**src/hcfg_pkg.sv**
```systemverilog
// shared constants and types for the hub configuration byte block
`default_nettype none

package hcfg_pkg;

  // ==========================================================================
  // clock
  localparam real CLK_PERIOD_NS = 10.0;

  // ==========================================================================
  // register offsets
  localparam logic [7:0] ADDR_CFG_BYTE_TWO = 8'h07;
  localparam logic [7:0] ADDR_CFG_BYTE_THREE = 8'h08;
  localparam logic [7:0] ADDR_FIXED_PORT_MASK = 8'h09;

  // ==========================================================================
  // reset values
  localparam logic [7:0] RST_CFG_BYTE_TWO = 8'h00;
  localparam logic [7:0] RST_CFG_BYTE_THREE = 8'h00;
  localparam logic [7:0] RST_FIXED_PORT_MASK = 8'h00;

  // ==========================================================================
  // writable bits; everything else is reserved and reads as zero
  localparam logic [7:0] WMASK_CFG_BYTE_TWO = 8'hb8;
  localparam logic [7:0] WMASK_CFG_BYTE_THREE = 8'h09;
  localparam logic [7:0] WMASK_FIXED_PORT_MASK = 8'h1e;

  // ==========================================================================
  // field positions
  localparam int DYN_SWITCH_BIT = 7;
  localparam int OC_DELAY_HI = 5;
  localparam int OC_DELAY_LO = 4;
  localparam int COMPOUND_BIT = 3;
  localparam int PORT_NUM_SEL_BIT = 3;
  localparam int STRING_EN_BIT = 0;
  localparam int PORT_MASK_HI = 4;
  localparam int PORT_MASK_LO = 1;

  // ==========================================================================
  // over-current delay selections
  localparam logic [1:0] OC_SEL_00 = 2'h0;
  localparam logic [1:0] OC_SEL_01 = 2'h1;
  localparam logic [1:0] OC_SEL_10 = 2'h2;
  localparam logic [1:0] OC_SEL_11 = 2'h3;

  // ==========================================================================
  // timing
  localparam real OC_DELAY_00_MS = 0.1;
  localparam real OC_DELAY_01_MS = 4.0;
  localparam real OC_DELAY_10_MS = 8.0;
  localparam real OC_DELAY_11_MS = 16.0;
  localparam real DETACH_HOLD_MS = 1.0;
  localparam int unsigned OC_CYCLES_00 = int'($ceil(OC_DELAY_00_MS * 1.0e6 / CLK_PERIOD_NS));
  localparam int unsigned OC_CYCLES_01 = int'($ceil(OC_DELAY_01_MS * 1.0e6 / CLK_PERIOD_NS));
  localparam int unsigned OC_CYCLES_10 = int'($ceil(OC_DELAY_10_MS * 1.0e6 / CLK_PERIOD_NS));
  localparam int unsigned OC_CYCLES_11 = int'($ceil(OC_DELAY_11_MS * 1.0e6 / CLK_PERIOD_NS));
  localparam int unsigned DETACH_CYCLES = int'($ceil(DETACH_HOLD_MS * 1.0e6 / CLK_PERIOD_NS));
  localparam int CNT_W = 21;

  // ==========================================================================
  // pin synchroniser width: local supply, over-current, default cfg, two straps
  localparam int PIN_W = 5;

  // ==========================================================================
  // types
  typedef enum logic [0:0] {
    HCFG_ATTACHED,
    HCFG_DETACHED
  } hcfg_link_t;

  typedef struct packed {
    logic [PIN_W-1:0] ff1;
    logic [PIN_W-1:0] ff2;
    logic [PIN_W-1:0] ff3;
    logic [PIN_W-1:0] stable;
  } hcfg_sync_t;

  typedef struct packed {
    logic [7:0] cfg_byte_two;
    logic [7:0] cfg_byte_three;
    logic [7:0] fixed_port_mask;
    logic [7:0] rdata;
    hcfg_link_t link;
    logic [CNT_W-1:0] detach_cnt;
    logic [CNT_W-1:0] oc_cnt;
    logic local_prev;
    logic self_powered;
    logic upstream_attach;
    logic ds_power_allow;
    logic ds_disconnect;
    logic compound;
    logic port_numbering_method_sel;
    logic string_en;
    logic [3:0] fixed_attach_port_mask;
    logic [1:0] overcurrent_delay_sel;
    logic oc_fault;
  } hcfg_state_t;

endpackage

`default_nettype wire

```
**src/hcfg_sync.sv**
```systemverilog
// three-flop pin synchroniser with agreement filter
`default_nettype none

module hcfg_sync
  import hcfg_pkg::*;
(
  input wire logic clk,
  input wire logic rst_n,
  input wire logic [PIN_W-1:0] pins,
  output logic [PIN_W-1:0] stable
);

  // ==========================================================================
  // state
  hcfg_sync_t s;
  hcfg_sync_t next_s;
  logic [PIN_W-1:0] agree;

  // ==========================================================================
  // filter: ff1 feeds only ff2; a change counts once ff2 and ff3 agree
  always_comb begin
    next_s = s;
    next_s.ff1 = pins;
    next_s.ff2 = s.ff1;
    next_s.ff3 = s.ff2;
    agree = ~(s.ff2 ^ s.ff3);
    next_s.stable = (s.ff3 & agree) | (s.stable & ~agree);
  end

  always_ff @(posedge clk or negedge rst_n) begin
    if (!rst_n) begin
      s <= '0;
    end else begin
      s <= next_s;
    end
  end

  assign stable = s.stable;

endmodule

`default_nettype wire

```
**src/hcfg_top.sv**
```systemverilog
// hub configuration bytes two and three, fixed-port mask, power source switching
`default_nettype none
//
// Summary of operation
// bit 7 enables automatic power source switching
// switching watches local supply present input
// supply change drops downstream connection and power
// supply change also detaches upstream port
// reattach as self or bus powered
// bits 5:4 select over-current delay
// bit 3 reports compound device
// source marks compound ports non-removable too
// strap mode: any fixed port means compound
// byte three bit 3 selects port numbering
// byte three bit 0 enables string descriptors
// mask bits 1-4 mark ports non-removable
// fixed devices supply their own descriptors
// default config takes mask from strap pins
// switching overrides configured self-powered bit
// reserved bits inert, read as zero

module hcfg_top
  import hcfg_pkg::*;
#(
  parameter int unsigned OC_CYC_00 = OC_CYCLES_00,
  parameter int unsigned OC_CYC_01 = OC_CYCLES_01,
  parameter int unsigned OC_CYC_10 = OC_CYCLES_10,
  parameter int unsigned OC_CYC_11 = OC_CYCLES_11,
  parameter int unsigned DETACH_CYC = DETACH_CYCLES
)
(
  input wire logic REF_CLK,
  input wire logic RESETN,
  input wire logic CFG_WR_EN,
  input wire logic CFG_RD_EN,
  input wire logic [7:0] CFG_ADDR,
  input wire logic [7:0] CFG_WDATA,
  input wire logic SELF_PWR_CFG,
  input wire logic LOCAL_SUPPLY_PRESENT,
  input wire logic OVERCURRENT_N,
  input wire logic DEFAULT_CFG,
  input wire logic [1:0] FIXED_PORT_STRAP_PINS,
  output logic [7:0] CFG_RDATA,
  output logic UPSTREAM_ATTACH,
  output logic SELF_POWERED,
  output logic DS_PORT_POWER_ALLOW,
  output logic DS_FORCE_DISCONNECT,
  output logic COMPOUND_DEVICE,
  output logic PORT_NUMBERING_METHOD_SEL,
  output logic STRING_DESC_EN,
  output logic [3:0] FIXED_ATTACH_PORT_MASK,
  output logic [1:0] OVERCURRENT_DELAY_SEL,
  output logic OVERCURRENT_FAULT
);

  // ==========================================================================
  // pin synchronisation
  logic [PIN_W-1:0] pins_raw;
  logic [PIN_W-1:0] pins_stable;
  logic local_supply_present;
  logic oc_active;
  logic default_cfg;
  logic [1:0] fixed_port_strap_pins;

  assign pins_raw = {
    FIXED_PORT_STRAP_PINS,
    DEFAULT_CFG,
    ~OVERCURRENT_N,
    LOCAL_SUPPLY_PRESENT
  };

  // straps are slow levels; they share the pin filter rather than a reset-time capture
  hcfg_sync u_sync (
    .clk(REF_CLK),
    .rst_n(RESETN),
    .pins(pins_raw),
    .stable(pins_stable)
  );

  assign local_supply_present = pins_stable[0];
  assign oc_active = pins_stable[1];
  assign default_cfg = pins_stable[2];
  assign fixed_port_strap_pins = pins_stable[4:3];

  // ==========================================================================
  // state
  hcfg_state_t s;
  hcfg_state_t next_s;
  logic dyn_switch_en;
  logic supply_changed;
  logic [CNT_W-1:0] oc_limit;
  logic [3:0] reg_port_mask;
  logic [3:0] strap_port_mask;
  logic [3:0] eff_port_mask;

  assign dyn_switch_en = s.cfg_byte_two[DYN_SWITCH_BIT];
  assign supply_changed = local_supply_present != s.local_prev;

  // ==========================================================================
  // over-current delay selection
  always_comb begin
    oc_limit = CNT_W'(OC_CYC_00);
    unique case (s.cfg_byte_two[OC_DELAY_HI:OC_DELAY_LO])
      OC_SEL_00: oc_limit = CNT_W'(OC_CYC_00);
      OC_SEL_01: oc_limit = CNT_W'(OC_CYC_01);
      OC_SEL_10: oc_limit = CNT_W'(OC_CYC_10);
      OC_SEL_11: oc_limit = CNT_W'(OC_CYC_11);
    endcase
  end

  // ==========================================================================
  // non-removable port selection
  always_comb begin
    reg_port_mask = s.fixed_port_mask[PORT_MASK_HI:PORT_MASK_LO];
    // each strap pin fixes one of the two lowest ports
    strap_port_mask = {2'h0, fixed_port_strap_pins};
    eff_port_mask = default_cfg ? strap_port_mask : reg_port_mask;
  end

  // ==========================================================================
  // next state
  always_comb begin
    next_s = s;

    // register writes: reserved bits are dropped so they can never steer logic
    if (CFG_WR_EN) begin
      unique case (CFG_ADDR)
        ADDR_CFG_BYTE_TWO: begin
          next_s.cfg_byte_two = CFG_WDATA & WMASK_CFG_BYTE_TWO;
        end
        ADDR_CFG_BYTE_THREE: begin
          next_s.cfg_byte_three = CFG_WDATA & WMASK_CFG_BYTE_THREE;
        end
        ADDR_FIXED_PORT_MASK: begin
          next_s.fixed_port_mask = CFG_WDATA & WMASK_FIXED_PORT_MASK;
        end
        default: begin
        end
      endcase
    end

    // register reads: answer one cycle later, unmapped reads give zero
    if (CFG_RD_EN) begin
      unique case (CFG_ADDR)
        ADDR_CFG_BYTE_TWO: begin
          next_s.rdata = s.cfg_byte_two;
        end
        ADDR_CFG_BYTE_THREE: begin
          next_s.rdata = s.cfg_byte_three;
        end
        ADDR_FIXED_PORT_MASK: begin
          next_s.rdata = s.fixed_port_mask;
        end
        default: begin
          next_s.rdata = 8'h00;
        end
      endcase
    end

    // configuration outputs
    next_s.port_numbering_method_sel = s.cfg_byte_three[PORT_NUM_SEL_BIT];
    next_s.string_en = s.cfg_byte_three[STRING_EN_BIT];
    next_s.fixed_attach_port_mask = eff_port_mask;
    next_s.overcurrent_delay_sel = s.cfg_byte_two[OC_DELAY_HI:OC_DELAY_LO];
    // descriptors of fixed devices come from the devices, so only the mask is exported
    if (default_cfg) begin
      next_s.compound = |strap_port_mask;
    end else begin
      // software must mark the fixed ports itself; the bit is not cross-checked
      next_s.compound = s.cfg_byte_two[COMPOUND_BIT];
    end

    // over-current qualification: the fault holds while the sense stays active
    if (!oc_active) begin
      next_s.oc_cnt = '0;
      next_s.oc_fault = 1'b0;
    end else if (s.oc_cnt >= oc_limit - CNT_W'(1)) begin
      next_s.oc_fault = 1'b1;
    end else begin
      next_s.oc_cnt = s.oc_cnt + CNT_W'(1);
    end

    // power source switching
    next_s.local_prev = local_supply_present;
    unique case (s.link)
      HCFG_ATTACHED: begin
        next_s.upstream_attach = 1'b1;
        next_s.ds_power_allow = 1'b1;
        next_s.ds_disconnect = 1'b0;
        if (!dyn_switch_en) begin
          next_s.self_powered = SELF_PWR_CFG;
        end else if (supply_changed) begin
          next_s.link = HCFG_DETACHED;
          next_s.detach_cnt = '0;
          next_s.ds_power_allow = 1'b0;
          next_s.ds_disconnect = 1'b1;
          next_s.upstream_attach = 1'b0;
        end
      end
      HCFG_DETACHED: begin
        next_s.ds_power_allow = 1'b0;
        next_s.ds_disconnect = 1'b1;
        next_s.upstream_attach = 1'b0;
        if (supply_changed) begin
          // a bouncing supply restarts the hold so the host sees one clean detach
          next_s.detach_cnt = '0;
        end else if (s.detach_cnt >= CNT_W'(DETACH_CYC) - CNT_W'(1)) begin
          next_s.link = HCFG_ATTACHED;
          next_s.upstream_attach = 1'b1;
          next_s.ds_power_allow = 1'b1;
          next_s.ds_disconnect = 1'b0;
          next_s.self_powered = local_supply_present;
        end else begin
          next_s.detach_cnt = s.detach_cnt + CNT_W'(1);
        end
      end
    endcase
  end

  // ==========================================================================
  // state register
  always_ff @(posedge REF_CLK or negedge RESETN) begin
    if (!RESETN) begin
      s <= '0;
      s.cfg_byte_two <= RST_CFG_BYTE_TWO;
      s.cfg_byte_three <= RST_CFG_BYTE_THREE;
      s.fixed_port_mask <= RST_FIXED_PORT_MASK;
      s.link <= HCFG_ATTACHED;
    end else begin
      s <= next_s;
    end
  end

  // ==========================================================================
  // outputs, all straight from state flops
  assign CFG_RDATA = s.rdata;
  assign UPSTREAM_ATTACH = s.upstream_attach;
  assign SELF_POWERED = s.self_powered;
  assign DS_PORT_POWER_ALLOW = s.ds_power_allow;
  assign DS_FORCE_DISCONNECT = s.ds_disconnect;
  assign COMPOUND_DEVICE = s.compound;
  assign PORT_NUMBERING_METHOD_SEL = s.port_numbering_method_sel;
  assign STRING_DESC_EN = s.string_en;
  assign FIXED_ATTACH_PORT_MASK = s.fixed_attach_port_mask;
  assign OVERCURRENT_DELAY_SEL = s.overcurrent_delay_sel;
  assign OVERCURRENT_FAULT = s.oc_fault;

endmodule

`default_nettype wire

```
**config.mk**
```make
export PLATFORM = sky130hd
export DESIGN_NAME = hcfg_top
export DESIGN_NICKNAME = d
export VERILOG_FILES = /design/src/hcfg_pkg.sv /design/src/hcfg_sync.sv /design/src/hcfg_top.sv
export SDC_FILE = /design/constraint.sdc
export NUM_CORES = 1
export LEC_CHECK = 0
export BUFFER_PORTS_ARGS = -buffer_cell sky130_fd_sc_hd__buf_2
export CORE_MARGIN = 4
export CORE_UTILIZATION = 59
export CTS_CLUSTER_DIAMETER = 120
export DETAILED_ROUTE_END_ITERATION = 10
export PLACE_DENSITY = 0.8
export SYNTH_ARGS = -nofsm -noshare
export SYNTH_HDL_FRONTEND = slang
export SYNTH_SLANG_ARGS = --single-unit
```
**constraint.sdc**
```tcl
create_clock -name REF_CLK -period 3.8 [get_ports REF_CLK]
set_input_delay 0.57 -clock REF_CLK [delete_from_list [all_inputs] [get_ports REF_CLK]]
set_output_delay 0.57 -clock REF_CLK [all_outputs]
set_load 0.01 [all_outputs]
```
==> run metrics <==
Avg Cell Area, Syn=10.5 sq um; dominant cells by area after synthesis=dfrtp_1 52%, ha_1 6.9%, a21oi_1 3.8%; Fin. Hold Viols=0; # nets final=520; vias per inst=5.84; final period utilization=84.6%; Core Box Area=7370 sq um; layout cells sized above 1=17.7%; Post-synth top flop=dfrtp_1; CTS sink cnt=94; Clock Path Buffers=2; RSZ-0062 raised after global routing=no; die area=9140 sq um; Ant. Diodes=0; first-pass GRT wire length=15.2 mm; initial core utilization=61.5%; crit path time final=3.21 ns; setup TNS=0 ns; area share of the largest cell type after synthesis=51.9%; Port Buf Inserts=45; post-synthesis net count=484; Max VDD drop=0.326 mV; Net Sw Frac=27.0%; post-route worst setup slack=0.585 ns; delay of the slowest critical-path stage=0.54 ns; P_sw=0.000526 W; Crit path max-delay family=simple AND/OR/NAND/NOR gates; die width=95.6 um; Logic pwr share=7.8%; Worst Path Required=4.10 ns; non-filler cells, final=573; H-tree Lvls=3; pwr dens=392 nW/um^2; Reg area=2350 sq um; DRT Wirelength=8.84 mm; GPL Wtd Cong=0.822; Top Ports=48; Routed WL per cell=15.4 um; CP Capture Type=flop; Vias=3,349; Post-synth EDFFs=0; Max Cap Viol=0; Clock Skews=0.0144 ns; Root Buffer=clkbuf_8; FMAX=0.311 GHz; initial antenna violation count=0; Remaining Overflow, GRT=0; met1 WL=3.95 mm; Inserted Clock Buffers=9; routed wl met3=458 um; Syn-to-layout area delta=9.75%; Remaining DRCs=0; Top Metal Used=met4; row count=31; clk slew on worst S/H paths=0.11 ns; Clk pwr share=36.5%; Slew headroom=35.1%; sequential-to-total area share from yosys stat=51.9%; LEAKAGE=2.26 nW; DR pass1 iterations=4; area of the mapped netlist=4530 sq um; DPL Wire Length=6.15 mm; crit-path cells=inv_1 > ha_1 > or2_2 > ha_1 > nand2_1 > o21ai_0 > o211ai_1 > nand3_1 > or4_1 > a21oi_1; Yosys reg bits=94; Yosys Warn Count=0; CTS tree=done; met2 WL=4.31 mm; Flop pwr share=55.6%; async set-or-reset flop fraction in the synthesized netlist=100%; DR iter-0 viols=178; WP data arrival=3.51 ns; count leader, synth=dfrtp_1; GRT Util Overall=21.4%; Synth cell types=49; critical path launch point type=flop; Post-DRT Antenna Nets=0; slowest stage cell, crit path=or4_1; Max Slew Vio Count=0; Setup Buffers After CTS=0; dpl ws=0.555 ns; WP buf/inv=1; crit-path max FO=18; FF-to-FF setup slack=0.59 ns; Crit Path Category=reg -> reg; Filler Cell Count=572; Slew @ Worst Pin=0.973 ns; CTS-repair resized insts=0; status=finished clean; cts hold-fix bufs=0; post-synthesis cell count=433; WHS=0.303 ns; multi-input logic area=1950 sq um; clock latency on the worst-skew pair=0.37 ns; top cells by count, synth=94 x dfrtp_1, 34 x a21oi_1, 29 x nand2_1; largest net degree at the start of global routing=81; final setup violation count=0; Cells after DPL=557; cell taking the most area after synthesis=dfrtp_1; Power Internal=0.00142 W; most used cell, CP=ha_1; vias in the first global route=3,295; total power=0.00195 W; Worst Hold Class=in -> reg; die height=95.6 um
==> final timing paths <==
| check | start | to | depth (start not counted) |
|---|---|---|---|
| worst max-delay path | next_s[1]$_DFFE_PN0P_ | s[29]$_DFFE_PN0P_ | 10 |
| max in group asynchronous | RESETN | FIXED_ATTACH_PORT_MASK[2]$_DFF_PN0_ | 2 |
| worst min register to register | u_sync.next_s[13]$_DFF_PN0_ | u_sync.next_s[8]$_DFF_PN0_ | 0 |
| worst max register to register | next_s[1]$_DFFE_PN0P_ | s[29]$_DFFE_PN0P_ | 10 |
| worst min-delay path | LOCAL_SUPPLY_PRESENT | u_sync.next_s[10]$_DFF_PN0_ | 1 |
| min in group asynchronous | RESETN | s[29]$_DFFE_PN0P_ | 1 |
==> power by group through the flow <==
stage          combinational, W  clock (W)  sequential (W)
2_1_floorplan         0.0000997          0         0.00109
3_3_place_gp           0.000148          0         0.00110
3_5_place_dp           0.000155          0         0.00110
4_1_cts                0.000156   0.000721         0.00108
5_1_grt                0.000178   0.000769         0.00109
6_report               0.000152   0.000712         0.00108
==> registers in the layout, indices dropped and copies added (netlist names), 2 cells and up, named ones only <==
signal,flops
OVERCURRENT_DELAY_SEL,2
s,45
next_s,4
reg_port_mask,4
FIXED_ATTACH_PORT_MASK,4
u_sync.s,5
CFG_RDATA,7
u_sync.next_s,10
==> cell type report <==
cell class,instances,area share [%]
timing repair buffer,47,4.88
multi-input combinational,295,39.3
tap,99,2.49
inverter,22,1.66
clock inverter,7,1.84
sequential,94,47.3
clock buffer,9,2.49
==> routing by layer <==
metal,vias to the layer above,global-route usage [%]
met5,-,0
met4,0,8.06
met3,10,5.52
met2,79,33.8
met1,1646,28.5
li1,1614,-
==> cells in the final DEF (no fill, tap or decap), types with 2 or more instances in the layout <==
| cell | count |
|---|---|
| nor2_1 | 26 |
| or4_1 | 10 |
| a31oi_1 | 2 |
| xor2_1 | 6 |
| mux2_2 | 14 |
| o21ai_0 | 27 |
| or3_1 | 16 |
| and2_1 | 7 |
| buf_2 | 44 |
| inv_6 | 2 |
| clkbuf_8 | 9 |
| nor3_1 | 5 |
| nand3_1 | 26 |
| inv_1 | 22 |
| and4b_1 | 2 |
| ha_1 | 25 |
| buf_4 | 3 |
| maj3_1 | 5 |
| nand4_1 | 5 |
| o31ai_1 | 9 |
| nand2_1 | 29 |
| nor2b_1 | 3 |
| dfrtp_1 | 94 |
| o211ai_1 | 8 |
| a211oi_1 | 3 |
| xnor2_1 | 3 |
| a22oi_1 | 2 |
| and3_1 | 3 |
| a21oi_1 | 34 |
| nor4_1 | 5 |
==> worst reg2reg max path: cells and delay by family (launching register included) <==
kind	cells	cell delay, ns
adders and majority gates	2	0.56
buffers and inverters	1	0.17
DFF	1	0.51
and+or+nand+nor	4	1.40
AOI/OAI and AO/OA	3	0.53
==> stage by stage <==
stage          area [sq um]  utilization (%)
3_5_place_dp           4760             64.5
6_report               4970             67.5
3_3_place_gp           4760             64.5
2_1_floorplan          4530                -
4_1_cts                4970             67.5
5_1_grt                4970             67.5
==> logic make-up (layout without fill, tap and decap cells) <==
| logic type | count (synthesis) | in the layout | share of synthesized area [%] |
|---|---|---|---|
| simple gates | 146 | 146 | 17.2 |
| compound gates | 94 | 94 | 12.4 |
| flops | 94 | 94 | 51.9 |
| buf+inv | 44 | 85 | 4.92 |
| fa+ha+maj | 30 | 30 | 8.01 |
| mux | 15 | 15 | 3.70 |
| xor+xnor | 9 | 9 | 1.74 |
| other cells | 1 | 1 | 0.0828 |
No activity file was read; power rests on OpenSTA's default activity.
